[src/logic/aprs_pkg.sv]
package aprs_pkg;

    // ************************************************
    // Register map
    // ************************************************
    localparam logic [7:0] APRS_SOFT_RESET_ADDR = 8'h00; // soft_reset_control
    localparam int APRS_SOFT_RESET_BIT = 0;
    localparam logic [7:0] APRS_SOFT_RESET_RST = 8'h00;
    localparam logic [7:0] APRS_STATUS_ADDR = 8'h01; // Sequencer status, read only
    localparam int APRS_STAT_READY_BIT = 0;
    localparam int APRS_STAT_CAL_BIT = 1;
    localparam int APRS_STAT_LOAD_BIT = 2;
    localparam int APRS_STAT_REFINT_BIT = 3;

    // ************************************************
    // Timing
    // ************************************************
    localparam int APRS_CAL_CYCLES = 200000; // Sampling-clock cycles
    localparam int APRS_LOAD_CYCLES = 4; // Fuse load duration

    // Reference pin level codes from the front-end comparator
    localparam logic [1:0] APRS_REF_LOW = 2'b00;
    localparam logic [1:0] APRS_REF_MID = 2'b01; // Mid level, internal reference
    localparam logic [1:0] APRS_REF_HIGH = 2'b10;

    typedef enum logic [1:0] {
        APRS_ST_LOAD = 2'b00,
        APRS_ST_CAL = 2'b01,
        APRS_ST_READY = 2'b10
    } aprs_state_type;

    // Register write strobe with its data
    typedef struct packed {
        logic wr;
        logic [7:0] addr;
        logic [7:0] data;
    } aprs_wr_type;

endpackage : aprs_pkg

[src/logic/aprs_seq.sv]
`timescale 1ns/1ps
`default_nettype none
module aprs_seq import aprs_pkg::*; #(
    parameter int CAL_CYCLES = APRS_CAL_CYCLES,
    parameter int LOAD_CYCLES = APRS_LOAD_CYCLES
) (
    input wire logic clock,
    input wire logic rst_n,
    input wire logic clk_en,
    input wire logic reset_pin,
    input wire logic [1:0] reference_config_pin,
    input wire aprs_wr_type reg_wr,
    input wire logic [7:0] reg_rd_addr,
    output logic [7:0] reg_rd_data,
    output logic port_ready,
    output logic fuse_load,
    output logic cal_busy,
    output logic internal_ref
);
    localparam int CW = $clog2(CAL_CYCLES + 1);
    localparam logic [CW-1:0] CAL_LAST = CW'(CAL_CYCLES - 1);
    localparam logic [CW-1:0] LOAD_LAST = CW'(LOAD_CYCLES - 1);

    // ************************************************
    // Pin synchronisers
    // ************************************************
    logic [2:0] pins_s;
    aprs_sync #(.WIDTH(3)) u_sync (
        .clock(clock),
        .rst_n(rst_n),
        .clk_en(clk_en),
        .async_in({reset_pin, reference_config_pin}),
        .sync_out(pins_s)
    );
    wire logic hw_reset_s = pins_s[2];
    wire logic [1:0] ref_s = pins_s[1:0];

    // ************************************************
    // Register decode
    // ************************************************
    // Self-clearing soft reset pulse, also a restart source
    logic soft_reset_q;
    // Soft reset is ignored while calibrating; host must wait anyway.
    // A second strobe during the pulse is dropped so the bit always clears.
    wire logic soft_wr = reg_wr.wr && port_ready && !soft_reset_q &&
        (reg_wr.addr == APRS_SOFT_RESET_ADDR);
    wire logic soft_hit = soft_wr && reg_wr.data[APRS_SOFT_RESET_BIT];
    wire logic seq_restart = hw_reset_s || soft_reset_q;

    // ************************************************
    // Sequencer state
    // ************************************************
    aprs_state_type state_q, state_d;
    logic [CW-1:0] cnt_q, cnt_d;
    logic ref_int_q;

    // Next state: load fuses, then calibrate, then ready
    always_comb begin
        state_d = state_q;
        cnt_d = cnt_q;
        unique case (state_q)
            APRS_ST_LOAD: begin
                if (cnt_q == LOAD_LAST) begin
                    state_d = APRS_ST_CAL;
                    cnt_d = '0;
                end else begin
                    cnt_d = cnt_q + 1'b1;
                end
            end
            APRS_ST_CAL: begin
                if (cnt_q == CAL_LAST) begin
                    state_d = APRS_ST_READY;
                    cnt_d = '0;
                end else begin
                    cnt_d = cnt_q + 1'b1;
                end
            end
            APRS_ST_READY: begin
                cnt_d = '0;
            end
            default: begin
                state_d = APRS_ST_LOAD;
                cnt_d = '0;
            end
        endcase
        // Reset held or soft pulse restarts at the fuse load
        if (seq_restart) begin
            state_d = APRS_ST_LOAD;
            cnt_d = '0;
        end
    end

    always_ff @(posedge clock or negedge rst_n) begin
        if (!rst_n) begin
            state_q <= APRS_ST_LOAD;
            cnt_q <= '0;
        end else if (clk_en) begin
            state_q <= state_d;
            cnt_q <= cnt_d;
        end
    end

    // Self-clearing soft reset bit, one cycle high
    always_ff @(posedge clock or negedge rst_n) begin
        if (!rst_n) begin
            soft_reset_q <= 1'b0;
        end else if (clk_en) begin
            soft_reset_q <= soft_hit;
        end
    end

    // Reference mode latched when fuses load, so it stays stable later
    always_ff @(posedge clock or negedge rst_n) begin
        if (!rst_n) begin
            ref_int_q <= 1'b0;
        end else if (clk_en && state_q == APRS_ST_LOAD) begin
            ref_int_q <= (ref_s == APRS_REF_MID);
        end
    end

    // ************************************************
    // Outputs and readback
    // ************************************************
    // Status bits sit where the package places them; upper bits read zero
    wire logic [7:0] status_w;
    assign status_w[7:4] = 4'h0;
    assign status_w[APRS_STAT_REFINT_BIT] = ref_int_q;
    assign status_w[APRS_STAT_LOAD_BIT] = (state_q == APRS_ST_LOAD);
    assign status_w[APRS_STAT_CAL_BIT] = (state_q == APRS_ST_CAL);
    assign status_w[APRS_STAT_READY_BIT] = (state_q == APRS_ST_READY);
    // Readback select; unmapped addresses read zero
    wire logic sel_status = (reg_rd_addr == APRS_STATUS_ADDR);
    wire logic sel_soft = (reg_rd_addr == APRS_SOFT_RESET_ADDR);
    wire logic [7:0] rd_mux = sel_status ? status_w :
        sel_soft ? {7'h00, soft_reset_q} : 8'h00;

    always_ff @(posedge clock or negedge rst_n) begin
        if (!rst_n) begin
            reg_rd_data <= APRS_SOFT_RESET_RST;
            port_ready <= 1'b0;
            fuse_load <= 1'b1;
            cal_busy <= 1'b0;
            internal_ref <= 1'b0;
        end else if (clk_en) begin
            reg_rd_data <= rd_mux;
            port_ready <= (state_d == APRS_ST_READY);
            fuse_load <= (state_d == APRS_ST_LOAD);
            cal_busy <= (state_d == APRS_ST_CAL);
            internal_ref <= ref_int_q;
        end
    end

    // ************************************************
    // Checks
    // ************************************************
    soft_self_clear_a: assert property (@(posedge clock) disable iff (!rst_n)
        clk_en && soft_reset_q ##1 clk_en |-> !soft_reset_q)
        else $error("soft reset bit did not clear");
    soft_restart_a: assert property (@(posedge clock) disable iff (!rst_n)
        clk_en && soft_reset_q |=> state_q == APRS_ST_LOAD)
        else $error("soft reset did not restart sequence");
    load_to_cal_a: assert property (@(posedge clock) disable iff (!rst_n)
        clk_en && !seq_restart && state_q == APRS_ST_LOAD && cnt_q == LOAD_LAST
        |=> state_q == APRS_ST_CAL)
        else $error("fuse load not followed by calibration");
    cal_done_a: assert property (@(posedge clock) disable iff (!rst_n)
        clk_en && !seq_restart && state_q == APRS_ST_CAL && cnt_q == CAL_LAST
        |=> state_q == APRS_ST_READY)
        else $error("calibration length wrong");
    ready_gate_a: assert property (@(posedge clock) disable iff (!rst_n)
        $rose(port_ready) |-> $past(state_q) == APRS_ST_CAL && $past(cnt_q) == CAL_LAST)
        else $error("port ready before calibration end");
    internal_ref_a: assert property (@(posedge clock) disable iff (!rst_n)
        clk_en && state_q == APRS_ST_LOAD && ref_s == APRS_REF_MID |=> ref_int_q)
        else $error("mid level did not select internal reference");

    // Restart and refusal
    restart_hold_a: assert property (@(posedge clock) disable iff (!rst_n)
        clk_en && hw_reset_s |=> state_q == APRS_ST_LOAD && cnt_q == '0)
        else $error("reset pin did not hold the fuse load");
    soft_refused_a: assert property (@(posedge clock) disable iff (!rst_n)
        clk_en && reg_wr.wr && !port_ready |=> !soft_reset_q)
        else $error("soft reset taken before port ready");

    // Counter advance and reference hold
    cal_step_a: assert property (@(posedge clock) disable iff (!rst_n)
        clk_en && !seq_restart && state_q == APRS_ST_CAL && cnt_q != CAL_LAST
        |=> state_q == APRS_ST_CAL && cnt_q == $past(cnt_q) + 1'b1)
        else $error("calibration count skipped");
    ref_hold_a: assert property (@(posedge clock) disable iff (!rst_n)
        clk_en && state_q != APRS_ST_LOAD |=> $stable(ref_int_q))
        else $error("reference mode changed outside fuse load");

    // ************************************************
    // Calibration length tally
    // ************************************************
    // Counted apart from the sequencer so a wrong end point is caught
    logic [CW-1:0] cal_seen_q;
    always_ff @(posedge clock or negedge rst_n) begin
        if (!rst_n) begin
            cal_seen_q <= '0;
        end else if (clk_en) begin
            if (state_q == APRS_ST_CAL) begin
                cal_seen_q <= cal_seen_q + 1'b1;
            end else begin
                cal_seen_q <= '0;
            end
        end
    end
    cal_length_a: assert property (@(posedge clock) disable iff (!rst_n)
        $rose(port_ready) |-> cal_seen_q == CW'(CAL_CYCLES))
        else $error("calibration did not last its full count");
endmodule : aprs_seq
`default_nettype wire

[src/logic/aprs_sync.sv]
`timescale 1ns/1ps
`default_nettype none
module aprs_sync import aprs_pkg::*; #(
    parameter int WIDTH = 1
) (
    input wire logic clock,
    input wire logic rst_n,
    input wire logic clk_en,
    input wire logic [WIDTH-1:0] async_in,
    output logic [WIDTH-1:0] sync_out
);
    logic [WIDTH-1:0] meta_q;

    // ************************************************
    // Two-stage synchroniser per bit
    // ************************************************
    genvar i;
    generate
        for (i = 0; i < WIDTH; i++) begin : g_bit
            // First stage feeds only the second stage
            always_ff @(posedge clock or negedge rst_n) begin
                if (!rst_n) begin
                    meta_q[i] <= 1'b0;
                    sync_out[i] <= 1'b0;
                end else if (clk_en) begin
                    meta_q[i] <= async_in[i];
                    sync_out[i] <= meta_q[i];
                end
            end
        end
    endgenerate
endmodule : aprs_sync
`default_nettype wire

[config.mk]
export PLATFORM = sky130hd
export DESIGN_NAME = aprs_seq
export DESIGN_NICKNAME = d
export VERILOG_FILES = /design/src/logic/aprs_pkg.sv /design/src/logic/aprs_seq.sv /design/src/logic/aprs_sync.sv
export SDC_FILE = /design/constraint.sdc
export NUM_CORES = 1
export LEC_CHECK = 0
export BUFFER_PORTS_ARGS = -buffer_cell sky130_fd_sc_hd__buf_2
export CAP_MARGIN = 20
export CORE_MARGIN = 2
export CORE_UTILIZATION = 54
export CTS_CLUSTER_SIZE = 14
export DETAILED_ROUTE_END_ITERATION = 16
export GPL_TIMING_DRIVEN = 0
export PLACE_DENSITY = 0.79
export SLEW_MARGIN = 15
export SYNTH_ARGS = -nofsm -noshare
export SYNTH_HDL_FRONTEND = slang
export SYNTH_SLANG_ARGS = --single-unit
[constraint.sdc]
create_clock -name clock -period 2.33 [get_ports clock]
set_clock_uncertainty 0.2 [all_clocks]
set_input_delay 0.233 -clock clock [delete_from_list [all_inputs] [get_ports clock]]
set_output_delay 0.233 -clock clock [all_outputs]
set_load 0.05 [all_outputs]
Word-level counts from Yosys, hierarchy flattened --
Index checks and enable logic that the tools add are counted.
Storage, ports and cells: input port bits 31, register bits after elaboration 40, output and inout port bits 12, logic and storage cells 45
Cells by class: add/sub/neg operators 1, muxes and demuxes 10, reductions and logical operators 11, eq/ne operators 8
Operators by type and width (count):
- two-way mux 18 bit | 3
- case mux 18 bit (2 select lines) | 1
- adder 18 x 1 -> 18 bit (second input constant) | 1
- equality test 18 bit (second input constant) | 1
- equality test 18 x 2 -> 1 bit (second input constant) | 1
- logical NOT 8 bit | 2
- equality test 8 x 1 -> 1 bit (second input constant) | 1
- equality test 2 x 1 -> 1 bit (second input constant) | 3
- two-way mux 2 bit | 3
- case mux 2 bit (3 select lines) | 1
- logical AND 1 bit | 5
- equality test 2 bit (second input constant) | 2
- logical NOT 2 bit | 2
- two-way mux 4 bit | 1
- logical NOT 1 bit | 1
- logical OR 1 bit | 1
- two-way mux 1 bit | 1

Longest topological paths before layout --
depth after elaboration 5, mapped depth 8, depth with buffers taken out 6

Hierarchy --
A second synthesis with hierarchy kept.
Second synthesis, totals: cell total of the unflattened synthesis 200, area, all modules 1959.4 um^2
Modules (own cells, without submodules):
- aprs_seq | sequential area each 752.0 um^2, cells an instance 187, instances 1, area each 1707.9 um^2
- aprs_sync | sequential area each 150.1 um^2, cells an instance 13, instances 1, area each 251.5 um^2

Least setup slack after synthesis --
No wires, ideal clock.
kind register to register, start point reg cnt_q[0], end point reg cnt_q[10], arrival time 1.734 ns, cell stages (with the launch flop) 9, period minus slack after synthesis 2.060 ns, path slack 0.270 ns, library setup time 0.126 ns, path buffers 2, required time 2.004 ns, path through dfrtp_1 > ha_1 > nand3_2 > nor4_4 > and3_1 > buf_6 > buf_8 > nor3_1 > a221o_1
Between the ends: longest elaborated chain between the ends 4, elaborated cells between the ends (all ways) 7, classes of those cells add/sub: 1; eq/ne: 2; mux: 4
Ends and longest elaborated chain:
- from (decl) | RTL line aprs_seq.sv:54 | logic [CW-1:0] cnt_q, cnt_d;
- from (signal assigned) | RTL line aprs_seq.sv:99 | cnt_q <= cnt_d;
- adder 18 x 1 -> 18 bit (tied with other cells) | RTL line aprs_seq.sv:67, aprs_seq.sv:75
- two-way mux 18 bit, on equally long branches | RTL line aprs_seq.sv:71, aprs_seq.sv:63
- case mux 18 bit (2 select lines) * | RTL line aprs_seq.sv:61 | unique case (state_q)
- two-way mux 18 bit * | RTL line aprs_seq.sv:87 | if (seq_restart) begin
Every way passes the cells marked *; elsewhere a longest branch is shown, timed or not. A chain may end at the register's enable or synchronous reset.

Worst setup path after layout --
start point reg cnt_q[0], end point reg cnt_q[15]
The elaborated chain is that of the path after synthesis.

==> parameters.txt <==
Parameter                              Value

Floorplan
  Core Region    0.00342 mm²
  Row cnt    21
  Chip width    64.5 µm
  Effective utilization at floorplan    around 58%
  Die footprint    0.00416 mm²
  Floorplan die height    64.5 µm
  Top-level port count    43

Setup path
  Delay of the slowest cell on the worst path    0.42 ns
  Worst-path cell chain    ha_2 > nor4b_2 > nand3_1 > o21a_1 > and3_1 > a211o_1
  Capturing element type of the critical path    flop
  Kind of start point of the critical path    flop
  Required time at the worst-slack endpoint    2.37 ns
  Number of buffer and inverter stages on the critical path    0
  Highest fanout seen on the critical path    6
  Master of the slowest instance on the critical path    sky130_fd_sc_hd__dfrtp_1
  Length in cells of the worst reg-to-reg path    6
  Reg2reg setup slack    0.16 ns
  WP data arrival    2.21 ns
  Critical R2R Launch    cnt_q[0]$_DFFE_PN0P_
  Dominant delay contributor by cell family on the critical path    simple AND/OR/NAND/NOR gates
  Crit path kind    reg -> reg
  Endpoint of the lowest-slack register-to-register path    cnt_q[15]$_DFFE_PN0P_
  Startpoint of the most critical setup path    cnt_q[0]$_DFFE_PN0P_

Yosys
  Syn. warnings    0
  Cell accounting for the most synthesized area    sky130_fd_sc_hd__dfrtp_1
  Async S/R FF share, synth    100%
  Area of the mapped netlist    roughly 0.0020 mm²
  Primary flip-flop cell chosen by synthesis mapping    sky130_fd_sc_hd__dfrtp_1
  Number of distinct library cells after synthesis    between 40 and 50
  Number of flops mapped to enable cells by yosys    0
  Top cells by area, synth    sky130_fd_sc_hd__dfrtp_1, sky130_fd_sc_hd__mux2_2, sky130_fd_sc_hd__nand3_1
  Average size of a mapped cell    just under 10 µm²
  Area share of the leading cell type in the synthesized netlist    44.4%
  Number of storage elements in the synthesis netlist    36
  Number of standard cells after synthesis    200
  Sequential cell area fraction in the yosys report    45.7%

GRT
  Number of antenna violations at the first check in global routing    0
  Tot GR Track Use    24.6%
  Pin count of the biggest net entering global routing    37
  Total gr overflow    0
  Wire length of the first global-routing pass    7.80 mm
  Number of global-route vias before repair    1740

Power and ir drop
  Power share of the sequential group    between 50 and 60%
  Areal power density over the cells    ~550 mW/mm²
  Share of power burned in the clock network    a little over a quarter
  Max VDD drop    ~0.33 mV
  Standby leakage power    1.11 nW
  Logic pwr share    19.9%
  Net switching power    388 µW
  Internal power summed over all cells    910 µW
  Switching Share    about 30%

Place
  Cell Area, Placed    0.00219 mm²
  Placer Congestion    around 0.86
  Post-Place Worst Slack    0.00893 ns
  Port Buffers    30
  DP Wirelength    slightly above 3 mm

Timing
  Number of setup violations in the final report    0
  Worst-margin pin slew    0.792 ns
  Final Worst Setup Slack    0.157 ns
  Total count of max-transition violations in the final report    0
  Final Hold Vio Count    0
  Highest achievable clock rate    between 400 and 500 MHz
  Final clock period utilization by the worst path    93.3%
  RSZ-0062 raised after global routing    false
  Total Negative Setup Slacks    0 ns
  Max-Slew Margin vs Limit    between 40% and 50%
  Final period demand of the worst path    ~2.2 ns

CTS
  Clock-pin slew on the worst setup and hold paths    ~0.11 ns
  TritonCTS clock tree    yes
  TritonCTS sink count    36
  Clock insertion delay at the later pin of the skew report    approximately 0.34 ns
  Clock buffers created by TritonCTS    5
  Buffer count from post-CTS setup fixing    0
  H-tree depth reported by CTS    2
  Clock root buffer    sky130_fd_sc_hd__clkbuf_4
  Worst-case clock buffer depth    2

Route
  DRC errors left    0
  DR vias    1703
  Starting DRT DRC Count    103
  Final antenna-violating net count    0
  DR vias/cell    5.77
  Iteration count of the initial detailed-routing pass    4
  Total Wirelength    between 4 and 5 mm
  Routed len/inst    15.6 µm

Layout
  Multi-input gate area    987 µm²
  Layout Area Growth over Synthesis    19.0%
  Most common cell after layout, fill and taps aside    sky130_fd_sc_hd__dfrtp_1
  Fill count    275
  Most used cells in the layout excluding fill and tap cells    sky130_fd_sc_hd__dfrtp_1, sky130_fd_sc_hd__buf_2, sky130_fd_sc_hd__nand2_1, sky130_fd_sc_hd__nand3_1, sky130_fd_sc_hd__nor3_1
  Number of inserted diodes    0
  Register area    approximately 900 µm²
  NumNets Final    280
  Fraction of final layout cells sized beyond drive strength 1    25.7%
  Post-route core utilization    a little under 70%
  Post-route cell area    0.00235 mm²

Run
  # Max-Cap Violations    0

Hold path
  Worst min path class    in -> reg
  WHS Endpoint    u_sync.meta_q[2]$_DFFE_PN0P_
  Cell depth of the worst hold path    2
  Startpoint of the tightest hold check path    clk_en

Status
  Status    finished, final reports clean
routing by layer:
layer | global-route usage [%] | part of all wire (%)
met5 | 0 | 0
met4 | 10.9 | 1.9
met3 | 5.03 | 7.1
met2 | 40.9 | 48
met1 | 31.1 | 43
repair_timing:
action / CTS / global route
hold endpoints to repair: 40 / 0
setup endpoints to repair: 0 / 11
resized for setup: 0 / 4
hold buffers: 8 / 0
kinds of logic after synthesis:
logic type               after synthesis  share of synthesized area [%]
multiplexers                           8                           4.50
other                                  1                          0.190
adder cells (fa/ha/maj)                1                          0.634
AND/OR/NAND/NOR                       88                           26.1
buffers and inverters                 19                           5.64
AO/OA/AOI/OAI                         47                           17.2
flip-flops                            36                           45.7
worst max path at each step:
stage | to | slack [ns] | cells after the start
after floorplan | cnt_q[10]$_DFFE_PN0P_ | 0.27 | 8
after global placement | cnt_q[10]$_DFFE_PN0P_ | 0.05 | 7
after detailed placement | cnt_q[3]$_DFFE_PN0P_ | 0.009 | 7
after CTS | cnt_q[3]$_DFFE_PN0P_ | 0.003 | 7
after global routing | cnt_q[6]$_DFFE_PN0P_ | 0.01 | 7
final | cnt_q[15]$_DFFE_PN0P_ | 0.16 | 6
cell usage after synthesis, drive strengths merged (2+ instances only):
cell     count
nor4b        6
nand3       15
inv          6
o31ai        6
a21o         7
nand4        2
or3          4
nor3        10
o21a         3
and3         3
dfrtp       35
mux2         7
or2          2
a21oi        5
and2         2
buf          9
o21ai       10
nand2       17
nor2         9
clkbuf       4
nand2b       3
a221o        2
a22o         4
nor4         5
and4         5
nor2b        3
o2bb2ai      4
power by group through the flow:
stage               Sequential [mW]  Combinational, mW  Clock, mW
finish                        0.691              0.258      0.350
global route                  0.698              0.279      0.382
CTS                           0.690              0.253      0.357
detailed placement            0.703              0.245          0
global placement              0.700              0.239          0
floorplan                     0.728              0.140          0
final cells by class:
cell class,instances,area share (%)
well taps,46,2.45
clock buffers,8,2.50
plain buffers,13,3.89
multi-input cells,148,42.0
repair buffers,38,9.80
inverters,6,0.958
flip-flops and latches,36,38.4
state kept, by name (all words and copies together), names as in the netlist:
signal           count
cnt_q               18
internal_ref         1
cal_busy             1
u_sync.meta_q        3
ref_int_q            1
state_q              2
port_ready           1
reg_rd_data          4
u_sync.sync_out      3
soft_reset_q         1
fuse_load            1
metrics by stage:
step	hold slack [ns]	std cells	power [mW]
floorplan	-0.263	203	0.868
global placement	0.156	279	0.939
detailed placement	0.167	279	0.947
CTS	0.00895	295	1.30
global route	0.0109	295	1.36
finish	0.00956	295	1.30
Power figures use the tool's default switching activity.
